**src/i2c_status_pkg.sv**
```systemverilog
// Shared constants and carriers for the two-wire status and clock block
package i2c_status_pkg;
   localparam int ADDR_W = 12;
   localparam int DATA_W = 32;
   localparam int DIV_W = 12;
   localparam int RISE_W = 6;
   localparam int PEC_W = 8;
   localparam int CNT_W = 17;
   localparam int FIFO_DEPTH = 4;

   localparam logic [ADDR_W-1:0] OFS_STATUS2 = 12'h000;
   localparam logic [ADDR_W-1:0] OFS_CLKCFG = 12'h004;
   localparam logic [ADDR_W-1:0] OFS_RISE = 12'h008;

   localparam int PEC_LSB = 8;
   localparam int DUAL_BIT = 7;
   localparam int HOST_BIT = 6;
   localparam int DEFAULT_BIT = 5;
   localparam int GCALL_BIT = 4;
   localparam int DIR_BIT = 2;
   localparam int BUSY_BIT = 1;
   localparam int MASTER_BIT = 0;
   localparam int FAST_BIT = 15;
   localparam int DUTY_BIT = 14;
   localparam int DIV_LSB = 0;
   localparam int RISE_LSB = 0;

   localparam logic [DIV_W-1:0] DIV_RESET = 12'h000;
   localparam logic [RISE_W-1:0] RISE_RESET = 6'h02;

   // High and low phase lengths in divider units
   localparam logic [CNT_W-1:0] STD_HI_MUL = 17'h00001;
   localparam logic [CNT_W-1:0] STD_LO_MUL = 17'h00001;
   localparam logic [CNT_W-1:0] F33_HI_MUL = 17'h00001;
   localparam logic [CNT_W-1:0] F33_LO_MUL = 17'h00002;
   localparam logic [CNT_W-1:0] F36_HI_MUL = 17'h00009;
   localparam logic [CNT_W-1:0] F36_LO_MUL = 17'h00010;

   typedef struct packed {
      logic rw_bit;
      logic second_match;
      logic host_header;
      logic default_addr;
      logic general_call;
   } addr_rec_s;

   typedef enum logic [1:0] {gen_idle, gen_low, gen_rise, gen_high} scl_gen_e;
endpackage : i2c_status_pkg

```
**src/i2c_status_clock_regs.sv**
```systemverilog
// Status word two, clock config and rise limit registers with SCL generator
//
// Notes on behaviour
// - Status bits 15:8 show the packet check value when checking enabled; read only.
// - Bit 7 set on match with second own address, cleared on first.
// - Bit 6 set on host address when host role and address resolution enabled.
// - Bit 5 set on device default address when address resolution enabled.
// - Bit 4 set on general call address when general call enabled.
// - Address flags cleared on generated start or stop, or interface off.
// - Bit 2 follows the read/write bit of the address byte.
// - Direction cleared on stop, repeated start, lost arbitration, or interface off.
// - Bit 1 busy while SDA or SCL low, cleared on detected stop.
// - Busy keeps following the bus lines while interface off.
// - Bit 0 set after start sent as master; cleared on stop, arbitration loss, off.
// - Bit 15 picks fast mode; bit 14 picks 36 or 33.3 percent high.
// - Twelve bit SCL divider in bits 11:0, reset zero.
// - Six bit rise limit in bits 5:0, reset two.
// - Rise limit writes accepted only while the interface is off.
// - Rise limit is the longest SCL rise time in clock periods.
//
// Register access over APB and the placing of the registers were chosen for this implementation.
`timescale 1ns/1ps

module addr_fifo #(
   parameter int WIDTH = 5,
   parameter int DEPTH = 4
) (
   input wire logic clk_in,
   input wire logic rst_n_in,
   input wire logic in_valid_in,
   output logic in_ready_out,
   input wire logic [WIDTH-1:0] in_data_in,
   output logic out_valid_out,
   input wire logic out_ready_in,
   output logic [WIDTH-1:0] out_data_out
);
   localparam int PW = (DEPTH > 1) ? $clog2(DEPTH) : 1;
   localparam int CW = $clog2(DEPTH + 1);

   typedef struct packed {
      logic [DEPTH-1:0][WIDTH-1:0] mem;
      logic [PW-1:0] wp;
      logic [PW-1:0] rp;
      logic [CW-1:0] cnt;
   } fifo_s;

   fifo_s st;
   fifo_s next_st;
   logic push, pop;
   assign in_ready_out = (st.cnt != CW'(DEPTH));
   assign out_valid_out = (st.cnt != '0);
   assign out_data_out = st.mem[st.rp];
   assign push = in_valid_in & in_ready_out;
   assign pop = out_valid_out & out_ready_in;

   always_comb begin
      next_st = st;
      if (push) begin
         next_st.mem[st.wp] = in_data_in;
         next_st.wp = (st.wp == PW'(DEPTH - 1)) ? '0 : PW'(st.wp + 1'b1);
      end
      if (pop) begin
         next_st.rp = (st.rp == PW'(DEPTH - 1)) ? '0 : PW'(st.rp + 1'b1);
      end
      next_st.cnt = CW'(st.cnt + CW'(push) - CW'(pop));
   end

   always_ff @(posedge clk_in or negedge rst_n_in) begin
      if (!rst_n_in) begin
         st <= '0;
      end else begin
         st <= next_st;
      end
   end
endmodule : addr_fifo

module i2c_status_clock_regs (
   input wire logic clk_in,
   input wire logic rst_n_in,
   input wire logic [i2c_status_pkg::ADDR_W-1:0] paddr_in,
   input wire logic psel_in,
   input wire logic penable_in,
   input wire logic pwrite_in,
   input wire logic [i2c_status_pkg::DATA_W-1:0] pwdata_in,
   output logic [i2c_status_pkg::DATA_W-1:0] prdata_out,
   output logic pready_out,
   output logic pslverr_out,
   input wire logic interface_on_in,
   input wire logic packet_check_enable_in,
   input wire logic [i2c_status_pkg::PEC_W-1:0] packet_check_value_in,
   input wire logic arp_enable_in,
   input wire logic smbus_role_select_in,
   input wire logic general_call_enable_in,
   input wire logic addr_valid_in,
   input wire i2c_status_pkg::addr_rec_s addr_rec_in,
   output logic addr_ready_out,
   input wire logic start_sent_in,
   input wire logic start_gen_in,
   input wire logic stop_gen_in,
   input wire logic arb_lost_in,
   input wire logic scl_in,
   input wire logic sda_in,
   output logic scl_out,
   output logic scl_oe_n_out
);
   typedef struct packed {
      logic [2:0] sync_scl;
      logic [2:0] sync_sda;
      logic busy;
      logic master;
      logic dir;
      logic dual;
      logic host;
      logic dflt;
      logic gcall;
      logic fast;
      logic duty;
      logic [i2c_status_pkg::DIV_W-1:0] div;
      logic [i2c_status_pkg::RISE_W-1:0] rise;
      logic [i2c_status_pkg::DATA_W-1:0] rdata;
      logic err;
      i2c_status_pkg::scl_gen_e gen;
      logic [i2c_status_pkg::CNT_W-1:0] cnt;
      logic scl_oe_n;
   } state_s;
   state_s st;
   state_s next_st;
   i2c_status_pkg::addr_rec_s rec;
   logic rec_valid, rec_take, run;
   logic scl_now, scl_prev, sda_now, sda_prev, start_det, stop_det;
   logic flag_clr, dir_clr, setup, access_wr, hit_status, hit_clk, hit_rise;
   logic [i2c_status_pkg::PEC_W-1:0] pec_view;
   logic [i2c_status_pkg::DATA_W-1:0] status_word, clk_word, rise_word;
   logic [i2c_status_pkg::CNT_W-1:0] div_w, hi_len, lo_len;
   // Address events queue here while the interface is off, pushing back on the matcher
   addr_fifo #(
      .WIDTH($bits(i2c_status_pkg::addr_rec_s)),
      .DEPTH(i2c_status_pkg::FIFO_DEPTH)
   ) u_addr_fifo (
      .clk_in(clk_in),
      .rst_n_in(rst_n_in),
      .in_valid_in(addr_valid_in),
      .in_ready_out(addr_ready_out),
      .in_data_in(addr_rec_in),
      .out_valid_out(rec_valid),
      .out_ready_in(interface_on_in),
      .out_data_out(rec)
   );

   assign rec_take = rec_valid & interface_on_in;
   // Only the second and third stages feed the detectors
   assign scl_now = st.sync_scl[1];
   assign scl_prev = st.sync_scl[2];
   assign sda_now = st.sync_sda[1];
   assign sda_prev = st.sync_sda[2];
   assign start_det = scl_now & scl_prev & sda_prev & ~sda_now;
   assign stop_det = scl_now & scl_prev & ~sda_prev & sda_now;

   assign flag_clr = ~interface_on_in | start_gen_in | stop_gen_in;
   assign dir_clr = stop_det | (start_det & st.busy) | arb_lost_in | ~interface_on_in;
   assign setup = psel_in & ~penable_in;
   assign access_wr = psel_in & penable_in & pwrite_in & ~st.err;
   assign hit_status = (paddr_in == i2c_status_pkg::OFS_STATUS2);
   assign hit_clk = (paddr_in == i2c_status_pkg::OFS_CLKCFG);
   assign hit_rise = (paddr_in == i2c_status_pkg::OFS_RISE);

   assign pec_view = packet_check_enable_in ? packet_check_value_in : '0;
   always_comb begin
      status_word = '0;
      status_word[i2c_status_pkg::PEC_LSB +: i2c_status_pkg::PEC_W] = pec_view;
      status_word[i2c_status_pkg::DUAL_BIT] = st.dual;
      status_word[i2c_status_pkg::HOST_BIT] = st.host;
      status_word[i2c_status_pkg::DEFAULT_BIT] = st.dflt;
      status_word[i2c_status_pkg::GCALL_BIT] = st.gcall;
      status_word[i2c_status_pkg::DIR_BIT] = st.dir;
      status_word[i2c_status_pkg::BUSY_BIT] = st.busy;
      status_word[i2c_status_pkg::MASTER_BIT] = st.master;
      clk_word = '0;
      clk_word[i2c_status_pkg::FAST_BIT] = st.fast;
      clk_word[i2c_status_pkg::DUTY_BIT] = st.duty;
      clk_word[i2c_status_pkg::DIV_LSB +: i2c_status_pkg::DIV_W] = st.div;
      rise_word = '0;
      rise_word[i2c_status_pkg::RISE_LSB +: i2c_status_pkg::RISE_W] = st.rise;
   end

   // Phase lengths; the widest product still fits the counter
   assign div_w = i2c_status_pkg::CNT_W'(st.div);
   always_comb begin
      if (!st.fast) begin
         hi_len = i2c_status_pkg::CNT_W'(div_w * i2c_status_pkg::STD_HI_MUL);
         lo_len = i2c_status_pkg::CNT_W'(div_w * i2c_status_pkg::STD_LO_MUL);
      end else if (st.duty) begin
         hi_len = i2c_status_pkg::CNT_W'(div_w * i2c_status_pkg::F36_HI_MUL);
         lo_len = i2c_status_pkg::CNT_W'(div_w * i2c_status_pkg::F36_LO_MUL);
      end else begin
         hi_len = i2c_status_pkg::CNT_W'(div_w * i2c_status_pkg::F33_HI_MUL);
         lo_len = i2c_status_pkg::CNT_W'(div_w * i2c_status_pkg::F33_LO_MUL);
      end
   end

   assign run = st.master & interface_on_in & (st.div != '0);
   always_comb begin
      next_st = st;
      next_st.sync_scl = {st.sync_scl[1:0], scl_in};
      next_st.sync_sda = {st.sync_sda[1:0], sda_in};

      // Ignores the enable on purpose so software sees the bus before turning on
      next_st.busy = stop_det ? 1'b0 : (st.busy | ~scl_now | ~sda_now);

      if (flag_clr) begin
         next_st.dual = 1'b0;
         next_st.host = 1'b0;
         next_st.dflt = 1'b0;
         next_st.gcall = 1'b0;
      end
      // A record taken in a clearing cycle still lands
      if (rec_take) begin
         next_st.dual = rec.second_match;
         next_st.host = next_st.host | (rec.host_header & smbus_role_select_in
                        & arp_enable_in);
         next_st.dflt = next_st.dflt | (rec.default_addr & arp_enable_in);
         next_st.gcall = next_st.gcall | (rec.general_call & general_call_enable_in);
      end

      if (dir_clr) begin
         next_st.dir = 1'b0;
      end
      if (rec_take) begin
         next_st.dir = rec.rw_bit;
      end

      if (stop_det | arb_lost_in | ~interface_on_in) begin
         next_st.master = 1'b0;
      end
      if (start_sent_in & interface_on_in) begin
         next_st.master = 1'b1;
      end

      if (setup) begin
         next_st.err = ~(hit_status | hit_clk | hit_rise);
         next_st.rdata = hit_status ? status_word :
                         hit_clk ? clk_word :
                         hit_rise ? rise_word : '0;
      end
      if (access_wr & hit_clk) begin
         next_st.fast = pwdata_in[i2c_status_pkg::FAST_BIT];
         next_st.duty = pwdata_in[i2c_status_pkg::DUTY_BIT];
         next_st.div = pwdata_in[i2c_status_pkg::DIV_LSB +: i2c_status_pkg::DIV_W];
      end
      if (access_wr & hit_rise & ~interface_on_in) begin
         next_st.rise = pwdata_in[i2c_status_pkg::RISE_LSB +: i2c_status_pkg::RISE_W];
      end

      if (!run) begin
         next_st.gen = i2c_status_pkg::gen_idle;
         next_st.cnt = '0;
         next_st.scl_oe_n = 1'b1;
      end else begin
         case (st.gen)
            i2c_status_pkg::gen_idle: begin
               next_st.gen = i2c_status_pkg::gen_low;
               next_st.cnt = '0;
               next_st.scl_oe_n = 1'b0;
            end
            i2c_status_pkg::gen_low: begin
               if (i2c_status_pkg::CNT_W'(st.cnt + 1'b1) >= lo_len) begin
                  next_st.gen = i2c_status_pkg::gen_rise;
                  next_st.cnt = '0;
                  next_st.scl_oe_n = 1'b1;
               end else begin
                  next_st.cnt = i2c_status_pkg::CNT_W'(st.cnt + 1'b1);
               end
            end
            i2c_status_pkg::gen_rise: begin
               // High phase starts once SCL is seen high or the rise budget runs out
               if (scl_now || st.cnt >= i2c_status_pkg::CNT_W'(st.rise)) begin
                  next_st.gen = i2c_status_pkg::gen_high;
                  next_st.cnt = '0;
               end else begin
                  next_st.cnt = i2c_status_pkg::CNT_W'(st.cnt + 1'b1);
               end
            end
            i2c_status_pkg::gen_high: begin
               if (i2c_status_pkg::CNT_W'(st.cnt + 1'b1) >= hi_len) begin
                  next_st.gen = i2c_status_pkg::gen_low;
                  next_st.cnt = '0;
                  next_st.scl_oe_n = 1'b0;
               end else begin
                  next_st.cnt = i2c_status_pkg::CNT_W'(st.cnt + 1'b1);
               end
            end
            default: begin
               next_st.gen = i2c_status_pkg::gen_idle;
               next_st.cnt = '0;
               next_st.scl_oe_n = 1'b1;
            end
         endcase
      end
   end

   always_ff @(posedge clk_in or negedge rst_n_in) begin
      if (!rst_n_in) begin
         st <= '0;
         st.sync_scl <= 3'h7;
         st.sync_sda <= 3'h7;
         st.div <= i2c_status_pkg::DIV_RESET;
         st.rise <= i2c_status_pkg::RISE_RESET;
         st.gen <= i2c_status_pkg::gen_idle;
         st.scl_oe_n <= 1'b1;
      end else begin
         st <= next_st;
      end
   end

   // Zero wait state; status writes fall through harmlessly
   assign pready_out = 1'b1;
   assign pslverr_out = psel_in & penable_in & st.err;
   assign prdata_out = st.rdata;
   assign scl_out = 1'b0;
   assign scl_oe_n_out = st.scl_oe_n;
endmodule : i2c_status_clock_regs

```
**config.mk**
```make
export PLATFORM = sky130hd
export DESIGN_NAME = i2c_status_clock_regs
export DESIGN_NICKNAME = d
export VERILOG_FILES = /design/src/i2c_status_pkg.sv /design/src/i2c_status_clock_regs.sv
export SDC_FILE = /design/constraint.sdc
export NUM_CORES = 1
export LEC_CHECK = 0
export BUFFER_PORTS_ARGS = -buffer_cell sky130_fd_sc_hd__buf_4
export CAP_MARGIN = 15
export CORE_AREA = 2 2 112 114
export DETAILED_ROUTE_END_ITERATION = 7
export DIE_AREA = 0 0 114 116
export GPL_TIMING_DRIVEN = 0
export PLACE_DENSITY = 0.79
export SETUP_SLACK_MARGIN = 0.1
export SLEW_MARGIN = 15
export SYNTH_ARGS = -nofsm -noshare
export SYNTH_HDL_FRONTEND = slang
export SYNTH_SLANG_ARGS = --single-unit
```
**constraint.sdc**
```tcl
create_clock -name clk_in -period 10.2 [get_ports clk_in]
set_clock_uncertainty 0.05 [all_clocks]
set_input_delay 1.02 -clock clk_in [delete_from_list [all_inputs] [get_ports clk_in]]
set_output_delay 1.02 -clock clk_in [all_outputs]
set_load 0.02 [all_outputs]
```
Yosys cells after proc, flatten, opt, wreduce, memory -nomap -nowiden
Index checks and enable logic that the tools add are counted.
{ "word_totals": {"mem_bits_ro": 0, "mem_count": 0, "word_cells": 137, "output_inout_bits": 37, "register_bits": 113, "inputBits": 74, "latchBits": 0, "ram_bits": 0} }
{ "classes": {"n_addsub": 5, "bitwise_logic": 44, "magnitude_cmp": 6, "n_eq_ne": 12, "shifts": 0, "reduce_logical": 11, "div_mod_pow": 0, "n_mul": 1, "mux": 33} }
{ "ops": {"columns": ["op", "n"], "rows": [
  ["two-way mux 16 bit", 6],
  ["one-hot mux 19 bit (4 select lines)", 1],
  ["two-way mux 17 bit", 3],
  ["greater-or-equal comparator 17 bit", 2],
  ["bitwise AND 1 bit", 23],
  ["bitwise mux 20 bit", 1],
  ["two-way mux 20 bit", 1],
  ["adder 17 x 1 -> 17 bit, second input constant", 1],
  ["greater-or-equal comparator 17 x 6 -> 1 bit", 1],
  ["multiplier 12 x 4 -> 16 bit, second input constant", 1],
  ["bitwise OR 1 bit", 14],
  ["== test 12 x 3 -> 1 bit, second input constant", 1],
  ["== test 12 x 4 -> 1 bit, second input constant", 1],
  ["logical NOT 12 bit", 1],
  ["!= test 3 bit, second input constant", 4],
  ["nonzero test 12 bit", 1],
  ["binary-select mux 5 bit (select 2 bit)", 1],
  ["demux 5 bit (select 2 bit)", 1],
  ["two-way mux 2 bit", 5],
  ["two-way mux 5 bit", 2],
  ["== test 2 bit, second input constant", 4],
  ["two-way mux 4 bit", 2],
  ["two-way mux 8 bit", 1],
  ["two-way mux 1 bit", 7],
  ["16 further kinds", 27]
]} }

Depth between registers and ports, before layout
Gate-level depths: netlist of run 1.
{ "depth": {"ltp_word": 9, "ltp_mapped": 20, "mapped_depth_nobuf": 19} }

Hierarchy
From an unflattened synthesis of run 1, not the netlist that was laid out.
{ "unflattened": {"hier_cells": 651, "hier_area_um2": 6608.8} }
{ "by_module_without_submodules": {"columns": ["mod", "area_per_inst_um2", "instances", "cells_per_inst", "seq_area_each_um2"], "rows": [
  ["i2c_status_clock_regs", 5191.2, 1, 563, 1761.7],
  ["addr_fifo", 1417.6, 1, 88, 675.6]
]} }

Worst setup path after synthesis of run 1
Ideal clock, no wire load.
{ "synth_timing": {"kind": "flip-flop to flip-flop", "start": "register st (netlist bit clk_word[5])", "end": "register st[18] in the netlist's numbering", "setup_ps": 95, "required_ps": 10055, "synth_period_minus_slack_ps": 3876, "path_buffers": 0, "path_slack_ps": 6324, "t_arrival_ps": 3731, "path_stages_with_launch": 17, "cell_sequence": "dfrtp_1 ha_1 ha_1 a21o_1 a21o_1 a211oi_1 o21bai_1 a21oi_1 xnor2_1 mux2i_1 ha_1 nand4_1 nor4_1 a21boi_0 o21a_2 or4_1 o31ai_1"} }
{ "synth_via": {"elab_chain_len": 6, "elab_cells_between_ends": 14, "classes_between": "mul (1); order compare (2); eq/ne (3); mux (5); bitwise (1); reduce/logical (2)"} }
{ "synth_rtl": {"columns": ["item", "line_no", "rtl"], "rows": [
  ["start, declared", "i2c_status_clock_regs.sv:126", "state_s st;"],
  ["start signal, assigned", "i2c_status_clock_regs.sv:311", "st <= next_st;"],
  ["multiplier 12 x 4 -> 16 bit", "i2c_status_clock_regs.sv:193", "hi_len = i2c_status_pkg::CNT_W'(div_w * i2c_status_pkg::F36_HI_MUL);"],
  ["two-way mux 16 bit", "i2c_status_clock_regs.sv:192", "end else if (st.duty) begin"],
  ["two-way mux 16 bit", "i2c_status_clock_regs.sv:189", "if (!st.fast) begin"],
  ["greater-or-equal comparator 17 bit", "i2c_status_clock_regs.sv:284", "if (i2c_status_pkg::CNT_W'(st.cnt + 1'b1) >= hi_len) begin"],
  ["!= test 3 bit (no source line)", null, null],
  ["AND reduction 3 bit (no source line)", null, null]
]} }
Several ways; a longest one is shown, not always the timed one.
A chain may end at the register's enable or synchronous reset.

==> impl_metrics.csv, run 1 <==
group,metric,value,unit
worst_setup_path,crit_fanout,10,
clock_network,cts-root-buf,"clkbuf_16",
clock_network,clock_path_buffers,2,
clock_network,postCtsSetupRepairBufs,0,
floorplanning,die-area,13200,um^2
sta,slew_viol_final,0,
grt,grt_pass1_vias,5193,
flow_run,drv_cap,0,
clock_network,clk_latency,0.36,ns
worst_setup_path,cp.arrival,5.01,ns
pwr,clkPwrFrac,31.5,%
drt,remaining_drc_errors,0,
cells_and_area,final_cell_mix,"buf_4 (109), dfrtp_1 (89), ha_1 (69), nand2_1 (65), o21ai_0 (38)",
clock_network,cts_hold_buf,0,
sta,maxSlewHeadroom,41.7,%
floorplanning,fp.dieW,114,um
drt,ant_nets,0,
cells_and_area,fin_nets,894,
synth,ys_warn_count,0,
worst_setup_path,slowest_delay,0.51,ns
drt,wire_per_inst,17.0,um
placed_design,hpwl,11.8,mm
synth,yosys.cell_types.count,64,
pwr,power_frac_comb,22.2,%
worst_setup_path,path_delay_family,"compound AO/OA/AOI/OAI gates",
pwr,p_sw_share,29.1,%
synth,synth.area.top_cells,"dfrtp_1 (35%), ha_1 (13%), mux2_2 (5.8%)",
synth,synth_area,6450,um^2
worst_setup_path,path_buf_inv,2,
grt,grt_util_all_layers,23.6,%
synth,ys.flop_type,"dfrtp_1",
synth,synth_area_per_cell,9.95,um^2
synth,yosysTopAreaCell,"dfrtp_1",
synth,synthCells,648,
sta,setup_violations,0,
clock_network,clkSlewWorstSetupHoldPaths,0.08,ns
floorplanning,io-pin-count,111,
sta,hold_ws,0.308,ns
sta,fmax,0.209,GHz
synth,async_flop_share,100,%
cells_and_area,drive_gt1_share,24.3,%
clock_network,htree_levels,3,
grt,grt_overflow_total,0,
outcome,status,"finished clean",
cells_and_area,diodes,0,
pwr,p_sw,0.000310,W
drt,viasPerCell,5.77,
synth,synth_edf_count,0,
pwr,powerDensity,141,nW/um^2
floorplanning,rows,40,
pwr,p_leak,3.65,nW
grt,antenna_found_initial,0,
pwr,p_seq_share,46.3,%
worst_setup_path,critPathKind,"flop to flop",
placed_design,io_buffers,73,
sta,hold_viol,0,
cells_and_area,fill_cells,980,
cells_and_area,final_common_cell,"buf_4",
cells_and_area,area_growth,17.0,%
sta,rsz0062_at_grt,"no",
floorplanning,die_y,116,um
pwr,intPower,0.000757,W
sta,setup_tns,0,ns
drt,drt_first_pass_iters,5,
clock_network,cts-resized-gates,0,
synth,synth_top_area_share,34.5,%
clock_network,cts_sinks,97,
pwr,ir_drop,0.181,mV
grt,grt_pass1_wl,24.6,mm
sta,min_period,4.78,ns
floorplanning,core,11900,um^2
clock_network,tritoncts,"yes",
synth,ys_seq_area_share,37.8,%
grt,grt_max_degree,98,
min_path,min_path_type,"flop to flop",
placed_design,gp_congestion,0.872,
sta,post-route-period-util,46.8,%
worst_setup_path,end_kind,"flop",
worst_setup_path,cpMaxStageDelayCell,"dfrtp_1",
drt,drt_wl_total,15.3,mm
clock_network,cts_buffers,9,
drt,vias,5202,
synth,synth-seq-cells,97,
worst_setup_path,required,10.43,ns
worst_setup_path,cp-start-kind,"flop",
drt,drt-initial-drc-count,310,
worst_setup_path,path_cells,"ha_1 > ha_1 > inv_1 > fa_1 > nor2b_1 > o21ai_0 > a21oi_1 > o21ai_0 > a21oi_1 > nor3b_1 > a211oi_1 > ha_1 > a21oi_1 > o221ai_1 > a211oi_1 > a21boi_0 > o21a_2 > o21ai_2 > buf_4 > nor2b_1",
floorplanning,start_util,54.1,%
sta,tightest_slew,0.874,ns
[area by class of cell]
class                      count  area [um^2]  area share, %
buffer                        55          345           4.58
clock buffer                   9          225           2.98
clock inverter                 7         73.8          0.978
inverter                      29          109           1.44
multi-input combinational    484         3620           48.0
sequential                    97         2440           32.3
tap                          147          184           2.44
timing repair buffer          73          552           7.31
[Yosys cell counts, types with 5 or more instances]
cell,count
dfrtp_1,89
mux2i_1,21
xnor2_1,15
nor2_1,34
nand4_1,7
o31ai_1,9
buf_4,37
xor2_1,7
nand3_1,13
dfstp_2,8
nor2b_1,22
o21ai_0,38
nor3_1,8
mux2_2,33
inv_1,29
a21oi_1,37
nand2_1,65
a22oi_1,6
mux4_2,5
clkbuf_1,17
nor4_1,7
ha_1,69
a211oi_1,8
[per-layer routing]
| layer | global-route usage [%] | vias to the layer above | wire length, um |
|---|---|---|---|
| li1 | - | 2469 | - |
| met1 | 30.0 | 2535 | 6520 |
| met5 | 0 | - | 0 |
| met3 | 4.86 | 26 | 884 |
| met4 | 8.70 | 0 | 305 |
| met2 | 39.9 | 172 | 7580 |
[cell families (layout without fill, tap and decap cells)]
group | count (synthesis) | after routing | synth area share [%]
xor gates and xnor gates | 22 | 22 | 2.99
adders and majority gates | 71 | 71 | 14.0
DFF | 97 | 97 | 37.8
and+or+nand+nor | 192 | 192 | 15.8
buffers and inverters | 84 | 173 | 7.04
other | 2 | 19 | 0.116
AOI/OAI and AO/OA | 121 | 121 | 11.5
muxes | 59 | 59 | 10.8
[path summary, 6_finish.rpt]
kind,from,depth (start not counted),to,slack [ns]
hold / removal,next_st[84],0,next_st[85],0.31
setup / recovery,clk_word[4],20,st[10],5.42
min in group asynchronous,rst_n_in,1,st[15],0.67
hold reg to reg,next_st[84],0,next_st[85],0.31
max in group asynchronous,rst_n_in,1,clk_word[11],8.79
setup reg to reg,clk_word[4],20,st[10],5.42
[power by group through the flow]
| stage | clock network [W] | logic [W] | registers (W) |
|---|---|---|---|
| floorplan | 0 | 0.000179 | 0.000486 |
| global placement | 0 | 0.000226 | 0.000495 |
| detailed placement | 0 | 0.000240 | 0.000502 |
| CTS | 0.000342 | 0.000241 | 0.000494 |
| global route | 0.000360 | 0.000261 | 0.000502 |
| finish | 0.000336 | 0.000237 | 0.000494 |
[stage by stage]
step | std cells | utilization (%) | setup WS [ns] | cell area [um^2] | power [W]
after floorplan | 665 | - | 6.32 | 6510 | 0.000665
after global placement | 885 | 60.8 | 5.67 | 7240 | 0.000721
after detailed placement | 885 | 60.8 | 5.49 | 7240 | 0.000741
after CTS | 901 | 63.3 | 5.46 | 7540 | 0.00108
after global routing | 901 | 63.4 | 5.02 | 7550 | 0.00112
final | 901 | 63.4 | 5.42 | 7550 | 0.00107
[registers in the layout (all words and copies together) (netlist names)]
| name | flops |
|---|---|
| sda_prev | 1 |
| next_st | 4 |
| scl_prev | 1 |
| rise_word | 6 |
| prdata_out | 16 |
| st | 27 |
| scl_oe_n_out | 1 |
| clk_word | 14 |
| u_addr_fifo.st | 27 |
(Power assumes the default switching activity.)
==> run 2, diff against run 1 <==
==> constraint.sdc (replaced) <==
create_clock -name clk_in -period 4.65 [get_ports clk_in]
set_clock_uncertainty 0.05 [all_clocks]
set_input_delay 0.465 -clock clk_in [delete_from_list [all_inputs] [get_ports clk_in]]
set_output_delay 0.465 -clock clk_in [all_outputs]
set_load 0.02 [all_outputs]
==> impl_metrics.csv, run 2 (same netlist as run 1, synthesis figures left out) <==
group,metric,value,unit
outcome,status,"finished clean",
floorplanning,io-pin-count,111,
pwr,powerDensity,307,nW/um^2
grt,grt-busiest-layer,"met2",
sta,slew_viol_final,0,
clock_network,cts-root-buf,"clkbuf_16",
worst_setup_path,end_kind,"flop",
drt,viasPerCell,5.76,
drt,drt_first_pass_iters,5,
grt,grt_pass1_vias,5203,
worst_setup_path,critPathKind,"flop to flop",
worst_setup_path,path_cells,"ha_1 > ha_1 > a21o_1 > a21o_1 > a211oi_2 > o21bai_1 > a21oi_1 > xnor2_1 > mux2i_1 > ha_1 > o21ai_0 > nor3_2 > a211oi_2 > a21boi_2 > o21a_2 > or4_1 > o31ai_1",
drt,ant_nets,0,
grt,grt_use_met1,30.0,%
grt,met2_usage,39.9,%
worst_setup_path,critPathLaunch,"clk_word[5]",
sta,rsz0062_at_grt,"no",
pwr,p_leak,3.67,nW
worst_setup_path,crit_fanout,9,
clock_network,cts_hold_buf,0,
clock_network,clock_path_buffers,2,
grt,grt_overflow_total,0,
clock_network,htree_levels,3,
grt,grt_util_all_layers,23.5,%
sta,hold_viol,0,
clock_network,clk_latency,0.36,ns
sta,fin_ws,0.326,ns
worst_setup_path,required,4.85,ns
floorplanning,start_util,54.1,%
cells_and_area,area_growth,18.3,%
worst_setup_path,crit_end,"st[18]",
worst_setup_path,slowest_delay,0.50,ns
cells_and_area,final_common_cell,"buf_4",
grt,met3_usage,4.86,%
drt,drt_wl_total,15.3,mm
placed_design,hpwl,11.8,mm
worst_setup_path,r2r_cells,17,
drt,wire_per_inst,16.9,um
cells_and_area,diodes,0,
clock_network,cts_buffers,9,
placed_design,gp_congestion,0.872,
cells_and_area,final_core_util,64.0,%
drt,vias,5204,
clock_network,cts_sinks,97,
drt,remaining_drc_errors,0,
min_path,min_path_type,"input pin to asynchronous set/reset pin",
worst_setup_path,cp.arrival,4.53,ns
grt,grt_max_degree,98,
floorplanning,core,11900,um^2
cells_and_area,final_cell_mix,"buf_4 (112), dfrtp_1 (85), ha_1 (69), nand2_1 (65), o21ai_0 (37)",
floorplanning,fp.dieW,114,um
floorplanning,die-area,13200,um^2
sta,min_period,4.32,ns
flow_run,drv_cap,0,
placed_design,io_buffers,73,
clock_network,tritoncts,"yes",
drt,drt-initial-drc-count,290,
worst_setup_path,r2r_end,"st[18]",
sta,setup_violations,0,
worst_setup_path,cp-start-kind,"flop",
sta,post-route-period-util,93.0,%
clock_network,clkSlewWorstSetupHoldPaths,0.08,ns
floorplanning,die_y,116,um
worst_setup_path,rr_startpoint,"clk_word[5]",
cells_and_area,fin_nets,897,
worst_setup_path,cpMostUsedCell,"ha_1",
worst_setup_path,cpMaxStageDelayCell,"dfrtp_2",
pwr,ir_drop,0.398,mV
worst_setup_path,worst-r2r-setup-slack,0.33,ns
sta,maxSlewHeadroom,42.0,%
grt,grt_pass1_wl,24.6,mm
sta,setup_tns,0,ns
sta,tightest_slew,0.870,ns
sta,fmax,0.231,GHz
placed_design,preCtsSetupSlack,-0.0575,ns
floorplanning,rows,40,
grt,antenna_found_initial,0,
cells_and_area,drive_gt1_share,26.4,%
run 2: changes by cell type in the layout (fill, tap and decap cells not counted), moves of 2 or more:
cell,previous run,this run
dfrtp_1,89,85
a211oi_2,0,3
dfrtp_2,0,4
buf_4,109,112
a211oi_1,8,5
a21oi_2,0,2
a21oi_1,37,35
run 2: worst min path at each step:
stage                     cells after the start          end        start  slack (ns)
after floorplan                               0  clk_word[0]     rst_n_in        0.12
after global placement                        0  next_st[82]  next_st[81]        0.30
after detailed placement                      0  next_st[85]  next_st[84]        0.30
after CTS                                     1  next_st[84]       scl_in        0.16
after global routing                          1  next_st[81]       sda_in        0.16
final                                         1       st[15]     rst_n_in        0.13
run 2: worst max-delay path, delay by kind of cell (launching register included):
family,cells,cell delay [ns]
compound gates,10,1.71
simple gates,2,0.70
fa+ha+maj,3,0.96
flops,1,0.50
mux,1,0.12
xor+xnor,1,0.17
run 2: routing by layer:
layer  wire length (um)  part of all wire, %  up-vias
li1                   -                    -     2476
met1               6440                   42     2528
met2               7590                   50      174
met3                932                  6.1       26
met4                294                  1.9        0
met5                  0                    0        -
run 2: through the flow:
step | area, um^2 | hold slack (ns) | power (W) | std cells
after floorplan | 6510 | 0.119 | 0.00146 | 665
after global placement | 7240 | 0.297 | 0.00158 | 885
after detailed placement | 7240 | 0.298 | 0.00163 | 885
after CTS | 7560 | 0.157 | 0.00236 | 901
after global routing | 7630 | 0.158 | 0.00246 | 904
final | 7630 | 0.132 | 0.00234 | 904
run 2: final cells by class:
cell class,count,area (um^2)
inverters,29,109
clock inverters,7,73.8
fillers,965,4280
well taps,147,184
plain buffers,55,345
clock buffers,9,225
flip-flops and latches,97,2440
multi-input cells,484,3670
repair buffers,76,574
run 2: timing repair:
action	4_1_cts	5_1_grt
endpoints found under the setup margin	12	19
gates resized for setup	5	12
buffers inserted	0	3
pin swaps	0	4
run 2: where the power goes:
group	switching, W	total, W	leakage, nW	internal (W)
logic	0.000226	0.000520	2.32	0.000293
clock network	0.000361	0.000739	0.139	0.000378
registers	0.0000951	0.00108	1.21	0.000989
total	0.000682	0.00234	3.67	0.00166
